`src/logic/pfw_pkg.sv`:
```
// shared constants, register map and field layouts of the pwm block
package pfw_pkg;
    localparam int NGEN = 3;
    localparam int TBW = 16;
    localparam int AW = 8;

    // register byte offsets
    localparam logic [7:0] OFF_CTRL = 8'h00;
    localparam logic [7:0] OFF_PER = 8'h04;
    localparam logic [7:0] OFF_SPER = 8'h08;
    localparam logic [7:0] OFF_SEVT = 8'h0C;
    localparam logic [7:0] OFF_KEY = 8'h10;
    localparam logic [7:0] OFF_STAT = 8'h14;
    localparam logic [7:0] OFF_MASK = 8'h18;
    localparam logic [7:0] OFF_LOCK = 8'h1C;
    localparam logic [3:0] PAGE_GEN0 = 4'h2;
    localparam logic [3:0] PAGE_IOC = 4'h5;
    localparam logic [3:0] PAGE_FCL = 4'h6;

    // control register fields
    localparam int CTRL_EN = 0;
    localparam int CTRL_SYNCEN = 1;
    localparam int CTRL_SYNCOEN = 2;
    localparam int CTRL_SYNCPOL = 3;
    localparam int CTRL_SEVTSEL = 4;
    localparam int CTRL_PRE = 5;
    localparam int CTRL_W = 8;

    // status / mask fields
    localparam int ST_FLT = 0;
    localparam int ST_SEVT = 3;
    localparam int ST_SYNC = 4;
    localparam int ST_LOCKERR = 5;
    localparam int ST_W = 6;

    localparam logic [15:0] KEY_FIRST = 16'hABCD;
    localparam logic [15:0] KEY_SECOND = 16'h4321;

    localparam logic [TBW-1:0] PER_RST = 16'hFFF8;
    localparam logic [TBW-1:0] SEVT_RST = 16'h0000;

    // timing step of one time-base tick
    localparam int RES_PS = 8320;
    localparam int CLK_PS = 50000;
    localparam int TICK_CYCLES = (RES_PS + CLK_PS - 1) / CLK_PS;

    typedef enum logic [1:0] {
        FM_LATCH = 2'b00,
        FM_CYCLE = 2'b01,
        FM_RSVD = 2'b10,
        FM_OFF = 2'b11
    } pfw_fmode_t;

    localparam logic [1:0] SRC_SAFETY = 2'h0;

    typedef struct packed {
        logic safeLow;
        logic safeHigh;
        logic [1:0] src;
        pfw_fmode_t mode;
    } pfw_fltCtl_t;
    localparam int FCL_W = 6;
    localparam pfw_fltCtl_t FCL_RST = '{1'b0, 1'b0, SRC_SAFETY, FM_LATCH};

    typedef struct packed {
        logic swap;
        logic lowInv;
        logic highInv;
        logic lowEn;
        logic highEn;
    } pfw_ioCtl_t;
    localparam int IOC_W = 5;
    localparam pfw_ioCtl_t IOC_RST = '{1'b0, 1'b0, 1'b0, 1'b0, 1'b0};

    typedef struct packed {
        logic [TBW-1:0] duty;
        logic [TBW-1:0] phase;
        logic [TBW-1:0] trig;
        logic [7:0] dead;
    } pfw_genCfg_t;
    localparam pfw_genCfg_t GEN_RST = '{16'h0000, 16'h0000, 16'h0000, 8'h00};
endpackage

```
`src/logic/pfw_sync2.sv`:
```
// two-flop synchroniser for asynchronous pin inputs
`timescale 1ns/10ps
module pfw_sync2 #(
    parameter int W = 1,
    parameter logic [W-1:0] INIT = '0
) (
    input wire logic clk,
    input wire logic reset,
    input wire logic [W-1:0] d,
    output logic [W-1:0] q
);
    logic [W-1:0] meta_r;

    always_ff @(posedge clk) begin
        if (reset) begin
            meta_r <= INIT;
            q <= INIT;
        end else begin
            meta_r <= d;
            q <= meta_r;
        end
    end
endmodule

```
`src/logic/pfw_gen.sv`:
```
// one edge-aligned pwm generator with dead time and converter trigger
`timescale 1ns/10ps
module pfw_gen (
    input wire logic clk,
    input wire logic reset,
    input wire logic tick,
    input wire logic tbStart,
    input wire logic [pfw_pkg::TBW-1:0] period,
    input wire pfw_pkg::pfw_genCfg_t cfg,
    output logic rawHigh,
    output logic rawLow,
    output logic trig
);
    import pfw_pkg::*;

    logic [TBW-1:0] cnt_r;
    logic [7:0] dead_r;
    logic pwmPrev_r;

    wire pwmOn = cnt_r < cfg.duty;
    wire wrap = cnt_r >= period;
    wire pwmEdge = pwmOn != pwmPrev_r;

    // local count restarts at the phase offset on each master period start
    always_ff @(posedge clk) begin
        if (reset) begin
            cnt_r <= '0;
        end else if (tbStart) begin
            cnt_r <= cfg.phase;
        end else if (tick) begin
            cnt_r <= wrap ? '0 : cnt_r + 1'b1;
        end
    end

    always_ff @(posedge clk) begin
        if (reset) begin
            dead_r <= '0;
            pwmPrev_r <= 1'b0;
        end else begin
            pwmPrev_r <= pwmOn;
            if (pwmEdge) begin
                dead_r <= cfg.dead;
            end else if (tick && dead_r != '0) begin
                dead_r <= dead_r - 1'b1;
            end
        end
    end

    // both sides stay off during the dead interval after every edge
    assign rawHigh = pwmOn & !pwmEdge & (dead_r == '0);
    assign rawLow = !pwmOn & !pwmEdge & (dead_r == '0);
    assign trig = tick & (cnt_r == cfg.trig);
endmodule

```
`src/logic/pfw_top.sv`:
```
// pwm unit: master time bases, generators, fault safe state, write lock
//
// Added by the designer: the register addresses and the AHB-Lite slave port.
`timescale 1ns/10ps
module pfw_top (
    input wire logic clk,
    input wire logic reset,
    input wire logic hsel,
    input wire logic [31:0] haddr,
    input wire logic [1:0] htrans,
    input wire logic hwrite,
    input wire logic [2:0] hsize,
    input wire logic [31:0] hwdata,
    input wire logic hready,
    output logic hreadyout,
    output logic hresp,
    output logic [31:0] hrdata,
    input wire logic writeProtectCfgBit,
    input wire logic extSyncInput,
    input wire logic safetyFaultInput,
    input wire logic remappableFaultInputOne,
    input wire logic remappableFaultInputTwo,
    output logic [pfw_pkg::NGEN-1:0] highSideOutput,
    output logic [pfw_pkg::NGEN-1:0] lowSideOutput,
    output logic [pfw_pkg::NGEN-1:0] adcTrig,
    output logic specialEventTrig,
    output logic extSyncOutput,
    output logic irq
);
    import pfw_pkg::*;

    typedef enum logic [1:0] {
        KEY_IDLE,
        KEY_ONE,
        KEY_OPEN
    } pfw_key_t;

    // ---------------- bus slave ----------------
    logic dpValid_r;
    logic dpWrite_r;
    logic [AW-1:0] dpAddr_r;
    logic rdDone_r;
    logic [31:0] hrdata_r;
    wire addrTake = hsel & htrans[1] & hready;
    // reads take one wait state so read data always comes from a flop
    wire readWait = dpValid_r & !dpWrite_r & !rdDone_r;
    wire accEnd = dpValid_r & !readWait;
    wire wrEn = dpValid_r & dpWrite_r;

    always_ff @(posedge clk) begin
        if (reset) begin
            dpValid_r <= 1'b0;
            dpWrite_r <= 1'b0;
            dpAddr_r <= '0;
        end else if (hready) begin
            dpValid_r <= addrTake;
            dpWrite_r <= hwrite;
            dpAddr_r <= haddr[AW-1:0];
        end
    end
    assign hreadyout = !readWait;
    assign hresp = 1'b0;
    assign hrdata = hrdata_r;

    // ---------------- decode ----------------
    wire [3:0] page = dpAddr_r[7:4];
    wire [1:0] slot = dpAddr_r[3:2];
    wire [3:0] genPage = page - PAGE_GEN0;
    wire inGen = (page >= PAGE_GEN0) && (genPage < 4'(NGEN));
    wire inIoc = (page == PAGE_IOC) && (slot < 2'(NGEN));
    wire inFcl = (page == PAGE_FCL) && (slot < 2'(NGEN));
    wire isProt = inIoc | inFcl;
    wire selCtrl = dpAddr_r == OFF_CTRL;
    wire selPer = dpAddr_r == OFF_PER;
    wire selSper = dpAddr_r == OFF_SPER;
    wire selSevt = dpAddr_r == OFF_SEVT;
    wire selKey = dpAddr_r == OFF_KEY;
    wire selStat = dpAddr_r == OFF_STAT;
    wire selMask = dpAddr_r == OFF_MASK;
    wire [15:0] wd16 = hwdata[15:0];
    // ---------------- registers ----------------
    logic [CTRL_W-1:0] ctrl_r;
    logic [TBW-1:0] per_r;
    logic [TBW-1:0] sper_r;
    logic [TBW-1:0] sevt_r;
    logic [ST_W-1:0] stat_r;
    logic [ST_W-1:0] stat_nxt;
    logic [ST_W-1:0] mask_r;
    logic lockCfg_r;
    pfw_key_t key_r;
    pfw_key_t key_nxt;
    pfw_genCfg_t genCfg_r [NGEN];
    pfw_ioCtl_t ioc_r [NGEN];
    pfw_fltCtl_t fcl_r [NGEN];

    wire modEn = ctrl_r[CTRL_EN];
    wire syncEn = ctrl_r[CTRL_SYNCEN];
    wire syncOEn = ctrl_r[CTRL_SYNCOEN];
    wire syncPol = ctrl_r[CTRL_SYNCPOL];
    wire sevtSel = ctrl_r[CTRL_SEVTSEL];
    wire [2:0] preSel = ctrl_r[CTRL_PRE +: 3];

    // lock state: a protected write needs the open state or a clear config bit
    wire protOk = !lockCfg_r || key_r == KEY_OPEN;
    wire protWr = wrEn & isProt & protOk;
    wire protErr = wrEn & isProt & !protOk;
    wire keyOne = wrEn & selKey & (wd16 == KEY_FIRST);
    wire keySecond = wrEn & selKey & (wd16 == KEY_SECOND);
    // anything but the expected key, reads included, drops back to idle
    always_comb begin
        key_nxt = key_r;
        if (accEnd) begin
            unique case (key_r)
                KEY_IDLE: key_nxt = keyOne ? KEY_ONE : KEY_IDLE;
                KEY_ONE: key_nxt = keySecond ? KEY_OPEN : KEY_IDLE;
                KEY_OPEN: key_nxt = KEY_IDLE;
                default: key_nxt = KEY_IDLE;
            endcase
        end
    end
    // strap is captured while reset is held, so it is stable afterwards
    always_ff @(posedge clk) begin
        if (reset) begin
            lockCfg_r <= writeProtectCfgBit;
            key_r <= KEY_IDLE;
        end else begin
            key_r <= key_nxt;
        end
    end

    always_ff @(posedge clk) begin
        if (reset) begin
            ctrl_r <= '0;
            per_r <= PER_RST;
            sper_r <= PER_RST;
            sevt_r <= SEVT_RST;
            mask_r <= '0;
        end else if (wrEn) begin
            if (selCtrl) ctrl_r <= hwdata[CTRL_W-1:0];
            if (selPer) per_r <= wd16;
            if (selSper) sper_r <= wd16;
            if (selSevt) sevt_r <= wd16;
            if (selMask) mask_r <= hwdata[ST_W-1:0];
        end
    end
    // ---------------- clock divider ----------------
    logic [6:0] div_r;
    wire [6:0] divLast = 7'((TICK_CYCLES << preSel) - 1);
    wire tick = modEn & (div_r >= divLast);

    always_ff @(posedge clk) begin
        if (reset || !modEn || tick) begin
            div_r <= '0;
        end else begin
            div_r <= div_r + 1'b1;
        end
    end

    // ---------------- pin synchronisers ----------------
    logic [3:0] pinQ;
    pfw_sync2 #(
        .W(4),
        .INIT(4'h7)
    ) u_pins (
        .clk(clk),
        .reset(reset),
        .d({extSyncInput, remappableFaultInputTwo, remappableFaultInputOne, safetyFaultInput}),
        .q(pinQ)
    );
    // fault pins are active low
    wire [2:0] fltAct = ~pinQ[2:0];
    wire syncLvl = pinQ[3] ^ syncPol;
    logic syncPrev_r;
    wire syncRise = syncLvl & !syncPrev_r;
    wire syncHit = modEn & syncEn & syncRise;

    // ---------------- master time bases ----------------
    logic [TBW-1:0] tb_r;
    logic [TBW-1:0] stb_r;
    wire tbWrap = tick & (tb_r >= per_r);
    wire stbWrap = tick & (stb_r >= sper_r);
    wire tbStart = tbWrap | syncHit;
    wire [TBW-1:0] sevtBase = sevtSel ? stb_r : tb_r;
    wire sevtHit = tick & (sevtBase == sevt_r);

    always_ff @(posedge clk) begin
        if (reset || !modEn) begin
            tb_r <= '0;
            stb_r <= '0;
        end else begin
            if (tbStart) begin
                tb_r <= '0;
            end else if (tick) begin
                tb_r <= tb_r + 1'b1;
            end
            if (stbWrap) begin
                stb_r <= '0;
            end else if (tick) begin
                stb_r <= stb_r + 1'b1;
            end
        end
    end

    always_ff @(posedge clk) begin
        if (reset) begin
            syncPrev_r <= 1'b0;
            specialEventTrig <= 1'b0;
            extSyncOutput <= 1'b0;
        end else begin
            syncPrev_r <= syncLvl;
            specialEventTrig <= sevtHit;
            // idle level follows the chosen polarity
            extSyncOutput <= (syncOEn & tbStart) ^ syncPol;
        end
    end

    // ---------------- generators and faults ----------------
    logic [NGEN-1:0] rawH;
    logic [NGEN-1:0] rawL;
    logic [NGEN-1:0] trigG;
    logic [NGEN-1:0] latch_r;
    logic [NGEN-1:0] cyc_r;
    logic [NGEN-1:0] srcAct;
    logic [NGEN-1:0] fltOn;
    logic [NGEN-1:0] fltEv;
    wire [ST_W-1:0] w1c = (wrEn & selStat) ? hwdata[ST_W-1:0] : '0;

    for (genvar g = 0; g < NGEN; g++) begin : g_gen
        pfw_gen u_gen (
            .clk(clk),
            .reset(reset),
            .tick(tick),
            .tbStart(tbStart),
            .period(per_r),
            .cfg(genCfg_r[g]),
            .rawHigh(rawH[g]),
            .rawLow(rawL[g]),
            .trig(trigG[g])
        );

        wire fltEnG = fcl_r[g].mode != FM_OFF;
        wire isLatch = fcl_r[g].mode == FM_LATCH;
        wire isCyc = fcl_r[g].mode == FM_CYCLE;
        assign srcAct[g] = fcl_r[g].src == 2'd1 ? fltAct[1] :
                           fcl_r[g].src == 2'd2 ? fltAct[2] : fltAct[0];
        assign fltEv[g] = fltEnG & srcAct[g];
        assign fltOn[g] = fltEnG & (latch_r[g] | cyc_r[g] | srcAct[g]);

        wire oH = ioc_r[g].swap ? rawL[g] : rawH[g];
        wire oL = ioc_r[g].swap ? rawH[g] : rawL[g];
        wire runH = ioc_r[g].highEn & modEn & (oH ^ ioc_r[g].highInv);
        wire runL = ioc_r[g].lowEn & modEn & (oL ^ ioc_r[g].lowInv);
        wire genWr = wrEn & inGen & (genPage[1:0] == 2'(g));
        wire iocWr = protWr & inIoc & (slot == 2'(g));
        wire fclWr = protWr & inFcl & (slot == 2'(g));
        wire latchSet = isLatch & srcAct[g];
        // clear refused while the source still pulls low, in any mode
        wire latchClr = w1c[ST_FLT + g] & !srcAct[g];
        wire cycSet = isCyc & srcAct[g];
        always_ff @(posedge clk) begin
            if (reset) begin
                // safety source latched from reset onward
                latch_r[g] <= 1'b1;
                cyc_r[g] <= 1'b0;
            end else begin
                latch_r[g] <= latchSet | (latch_r[g] & !latchClr);
                cyc_r[g] <= cycSet | (cyc_r[g] & !tbStart);
            end
        end
        always_ff @(posedge clk) begin
            if (reset) begin
                genCfg_r[g] <= GEN_RST;
                ioc_r[g] <= IOC_RST;
                fcl_r[g] <= FCL_RST;
            end else begin
                if (genWr) begin
                    unique case (slot)
                        2'd0: genCfg_r[g].duty <= wd16;
                        2'd1: genCfg_r[g].phase <= wd16;
                        2'd2: genCfg_r[g].trig <= wd16;
                        2'd3: genCfg_r[g].dead <= hwdata[7:0];
                    endcase
                end
                if (iocWr) ioc_r[g] <= pfw_ioCtl_t'(hwdata[IOC_W-1:0]);
                if (fclWr) fcl_r[g] <= pfw_fltCtl_t'(hwdata[FCL_W-1:0]);
            end
        end

        always_ff @(posedge clk) begin
            if (reset) begin
                highSideOutput[g] <= FCL_RST.safeHigh;
                lowSideOutput[g] <= FCL_RST.safeLow;
                adcTrig[g] <= 1'b0;
            end else begin
                highSideOutput[g] <= fltOn[g] ? fcl_r[g].safeHigh : runH;
                lowSideOutput[g] <= fltOn[g] ? fcl_r[g].safeLow : runL;
                adcTrig[g] <= trigG[g];
            end
        end
    end

    // ---------------- status and interrupt ----------------
    wire [ST_W-1:0] stSet = {protErr, syncHit, sevtHit, fltEv};
    // a new event in the clearing cycle survives the clear
    assign stat_nxt = (stat_r & ~w1c) | stSet;
    always_ff @(posedge clk) begin
        if (reset) begin
            stat_r <= '0;
        end else begin
            stat_r <= stat_nxt;
        end
    end
    assign irq = |(stat_r & mask_r);

    // ---------------- read mux ----------------
    logic [31:0] rdMux;
    always_comb begin
        rdMux = '0;
        if (selCtrl) rdMux = 32'(ctrl_r);
        if (selPer) rdMux = 32'(per_r);
        if (selSper) rdMux = 32'(sper_r);
        if (selSevt) rdMux = 32'(sevt_r);
        if (selStat) rdMux = 32'(stat_r);
        if (selMask) rdMux = 32'(mask_r);
        if (dpAddr_r == OFF_LOCK) begin
            rdMux = 32'({latch_r, key_r == KEY_ONE, key_r == KEY_OPEN, lockCfg_r});
        end
        for (int i = 0; i < NGEN; i++) begin
            if (inGen && genPage[1:0] == 2'(i)) begin
                unique case (slot)
                    2'd0: rdMux = 32'(genCfg_r[i].duty);
                    2'd1: rdMux = 32'(genCfg_r[i].phase);
                    2'd2: rdMux = 32'(genCfg_r[i].trig);
                    2'd3: rdMux = 32'(genCfg_r[i].dead);
                endcase
            end
            if (inIoc && slot == 2'(i)) rdMux = 32'(ioc_r[i]);
            if (inFcl && slot == 2'(i)) rdMux = 32'(fcl_r[i]);
        end
    end

    always_ff @(posedge clk) begin
        if (reset) begin
            rdDone_r <= 1'b0;
            hrdata_r <= '0;
        end else begin
            rdDone_r <= readWait;
            if (readWait) hrdata_r <= rdMux;
        end
    end
endmodule

```
`config.mk`:
```
export PLATFORM = sky130hd
export DESIGN_NAME = pfw_top
export DESIGN_NICKNAME = d
export VERILOG_FILES = /design/src/logic/pfw_pkg.sv /design/src/logic/pfw_sync2.sv /design/src/logic/pfw_gen.sv /design/src/logic/pfw_top.sv
export SDC_FILE = /design/constraint.sdc
export NUM_CORES = 1
export LEC_CHECK = 0
export BUFFER_PORTS_ARGS = -buffer_cell sky130_fd_sc_hd__clkbuf_2
export CAP_MARGIN = 20
export CELL_PAD_IN_SITES_DETAIL_PLACEMENT = 1
export CELL_PAD_IN_SITES_GLOBAL_PLACEMENT = 2
export CORE_ASPECT_RATIO = 0.6
export CORE_MARGIN = 5
export CORE_UTILIZATION = 40
export CTS_CLUSTER_SIZE = 40
export DETAILED_ROUTE_END_ITERATION = 10
export GPL_TIMING_DRIVEN = 1
export HOLD_SLACK_MARGIN = 0.06
export PLACE_DENSITY_LB_ADDON = 0.1
export SYNTH_ARGS = -nofsm -noshare
export SYNTH_HDL_FRONTEND = slang
export SYNTH_SLANG_ARGS = --single-unit
```
`constraint.sdc`:
```
create_clock -name clk -period 4.83 [get_ports clk]
set_clock_uncertainty 0.1 [all_clocks]
set_input_delay 0.7245 -clock clk [delete_from_list [all_inputs] [get_ports clk]]
set_output_delay 0.7245 -clock clk [all_outputs]
set_load 0.1 [all_outputs]
```
==> flow_summary_export.csv <==
group,metric,value,unit
worst_setup_path,cp_top_family,"simple AND/OR/NAND/NOR gates",
detailed_routing,wl_met1,46100,um
job,drv_cap,0,
sta,setup-tns-final,0,ns
clocking,cts_tree,"built",
pwr,irDropWorstVdd,0.0002510,V
global_routing,grt_pass1_vias,20180,
cells_and_area,area_growth,10.93,%
detailed_routing,route.detailed.drc,0,
clocking,cts.sinks,439,
worst_setup_path,cp_data_arrival_time,4.80,ns
detailed_routing,drt_wl_total,97020,um
pwr,total_power,8.755,mW
clocking,clkTransAtPathRegs,0.07,ns
sta,slew_headroom,21.41,%
clocking,numCtsBuffers,47,
sta,min_period_over_period,91.59,%
detailed_routing,top_layer,"met4",
synth,async_flop_share,0,%
worst_setup_path,path_cells,"or3_1 > ha_1 > xor2_1 > nor2_1 > a21oi_1 > ha_1 > and2_1 > nand3_1 > o21ai_1 > buf_4 > o21a_1 > nand2_1 > nand2_2 > nor2_1",
die,fp-row-count,70,
die,core,61220,um^2
sta,fmax,226.1,MHz
clocking,h-tree-depth,2,
sta,rsz0062_at_grt,"false",
cells_and_area,mostFrequentLayoutCells,"235 x dfxtp_1, 202 x edfxtp_1, 186 x nand2_1",
worst_setup_path,critPathCaptureType,"register",
worst_setup_path,path_class,"reg -> reg",
global_routing,grt_max_degree,70,
global_routing,grt_pass1_wl,140200,um
clocking,clk-insertion-delay-late,0.62,ns
synth,netlist_instances,2567,
placed_design,routabilityCongestion,0.8987,
placed_design,dpl.hpwl,70980,um
global_routing,antenna_found_initial,6,
detailed_routing,ant_nets,0,
status,status,"finished clean",
die,io_pins,125,
placed_design,post-place-ws,0.3188,ns
detailed_routing,wl_met2,38820,um
cells_and_area,regArea,10820,um^2
clocking,cts-root-buf,"clkbuf_16",
clocking,ctsHoldBuffers,0,
cells_and_area,layoutNonFillerInstCount,3450,
detailed_routing,dr.pass1.iters,6,
synth,ys_ff_latch,439,
worst_setup_path,critPathMaxFanout,16,
die,die_y,203.1,um
sta,drv_slew,0,
cells_and_area,diodes,0,
die,start_util,40.59,%
synth,yosys_warnings,0,
placed_design,dp_cells,3360,
global_routing,grtUsageTotal,27.88,%
synth,syn_avg_cell_area,9.680,um^2
sta,min_period,4.424,ns
worst_hold_path,hold_path_class,"in -> reg",
sta,whs,0.1867,ns
synth,synth-edff-count,202,
detailed_routing,wl_met3,10230,um
cells_and_area,final_common_cell,"dfxtp_1",
worst_setup_path,cp_num_buf_inv,1,
clocking,clock_path_buffers,3,
sta,hold_viol_final,0,
worst_setup_path,required,5.20,ns
synth,yosysSeqAreaShare,43.50,%
placed_design,io_buffers,63,
synth,synth_cell_types,78,
cells_and_area,drive_gt1_share,10.56,%
pwr,p_leak,10.88,nW
sta,setup_viol_count_final,0,
global_routing,grt_remaining_overflow,0,
cells_and_area,multi_input_area,12890,um^2
detailed_routing,viasPerCell,6.032,
sta,tightest_slew,1.179,ns
die,die_area,67370,um^2
worst_setup_path,crit_path_top_delay_cell,"o21a_1",
synth,syn_area,24850,um^2
detailed_routing,vias,20810,
detailed_routing,drt_iter0_markers,2079,
worst_setup_path,critical-path-max-stage-delay,0.51,ns
detailed_routing,routedWlPerCell,28.12,um
cells_and_area,fillers,6827,
die,fp.dieW,331.8,um
synth,ys.flop_type,"dfxtp_1",
cells_and_area,finalNetCount,2811,
sta,timing.final.ws_setup,0.4064,ns
pwr,pwr_density_cell,317.6,nW/um^2
worst_setup_path,start_kind,"register",
-- synth_stat cells (all sizes together), types with 56 or more instances --
cell type	number	share of area [%]
dfxtp	237	19
edfxtp	202	24
nand2	187	2.8
nor2	186	2.8
and2	179	4.5
ha	149	7.5
a21oi	147	3.0
inv	127	1.9
clkbuf	106	1.6
nand3	86	1.7
xor2	79	2.8
o21ai	76	1.5
buf	70	1.6
mux2i	68	2.7
nor3	56	1.3
-- cell type report --
type                       instances  share of cell area (%)
clock inverter                    21                  0.6218
tap                              828                   3.758
clock buffer                      67                   4.943
sequential                       439                   39.24
timing repair buffer             127                   2.937
inverter                         128                   1.743
multi-input combinational       1840                   46.75
-- kinds of logic after synthesis --
kind of cell	share of synthesized area, %
DFF	43.50
and+or+nand+nor	19.64
muxes	5.685
buffers and inverters	5.166
AOI/OAI and AO/OA	13.87
other	0.01509
xor gates and xnor gates	4.617
adders and majority gates	7.503
-- state kept, by name, indices dropped and copies added (netlist names), 4 cells and up --
signal,flops
dpAddr_r,8
u_pins.q,4
sevt_r,16
u_pins.meta_r,4
stb_r,16
per_r,16
g_gen.u_gen.dead_r,24
genCfg_r,168
sper_r,16
ctrl_r,8
stat_r,6
fcl_r,18
hrdata,16
ioc_r,15
mask_r,6
g_gen.u_gen.cnt_r,48
div_r,7
tb_r,16
-- through the flow --
step	util, %	area (um^2)
after CTS	45.01	27550
after global placement	42.50	26020
after global routing	45.03	27570
after floorplan	-	24910
after detailed placement	42.50	26020
final	45.03	27570
-- layer usage --
layer / vias to the layer above / track usage (%)
met5: - / 0
met4: 0 / 5.976
met3: 104 / 8.368
met2: 813 / 38.96
met1: 10550 / 42.21
li1: 9348 / -
-- power breakdown --
group,internal [mW],total [mW],switching [mW]
Combinational,0.255,0.868,0.613
Sequential,3.99,4.13,0.139
Clock,2.08,3.76,1.68
-- worst paths after layout --
path / startpoint / end / slack [ns] / cells past startpoint
max reg2reg: ctrl_r[7]$_SDFFE_PP0P_ / tb_r[12]$_SDFFE_PP0P_ / 0.41 / 14
min: writeProtectCfgBit / lockCfg_r$_DFFE_PP_ / 0.19 / 1
max: ctrl_r[7]$_SDFFE_PP0P_ / tb_r[12]$_SDFFE_PP0P_ / 0.41 / 14
min reg2reg: u_pins.meta_r[0]$_SDFF_PP1_ / u_pins.q[0]$_SDFF_PP1_ / 0.31 / 1
-- worst reg2reg max path: stages (launching register included) --
cell and delay, ns:
dfxtp_1 0.39, or3_1 0.42, ha_1 0.28, xor2_1 0.17
nor2_1 0.10, a21oi_1 0.05, ha_1 0.30, and2_1 0.16
nand3_1 0.10, o21ai_1 0.28, buf_4 0.30, o21a_1 0.51
nand2_1 0.50, nand2_2 0.52, nor2_1 0.11
-- what timing repair did --
item / CTS / global route
endpoints found under the setup margin: 0 / 9
buffers inserted: 0 / 0
resized for setup: 0 / 1
Note: power is estimated with default switching activity, not from simulation.
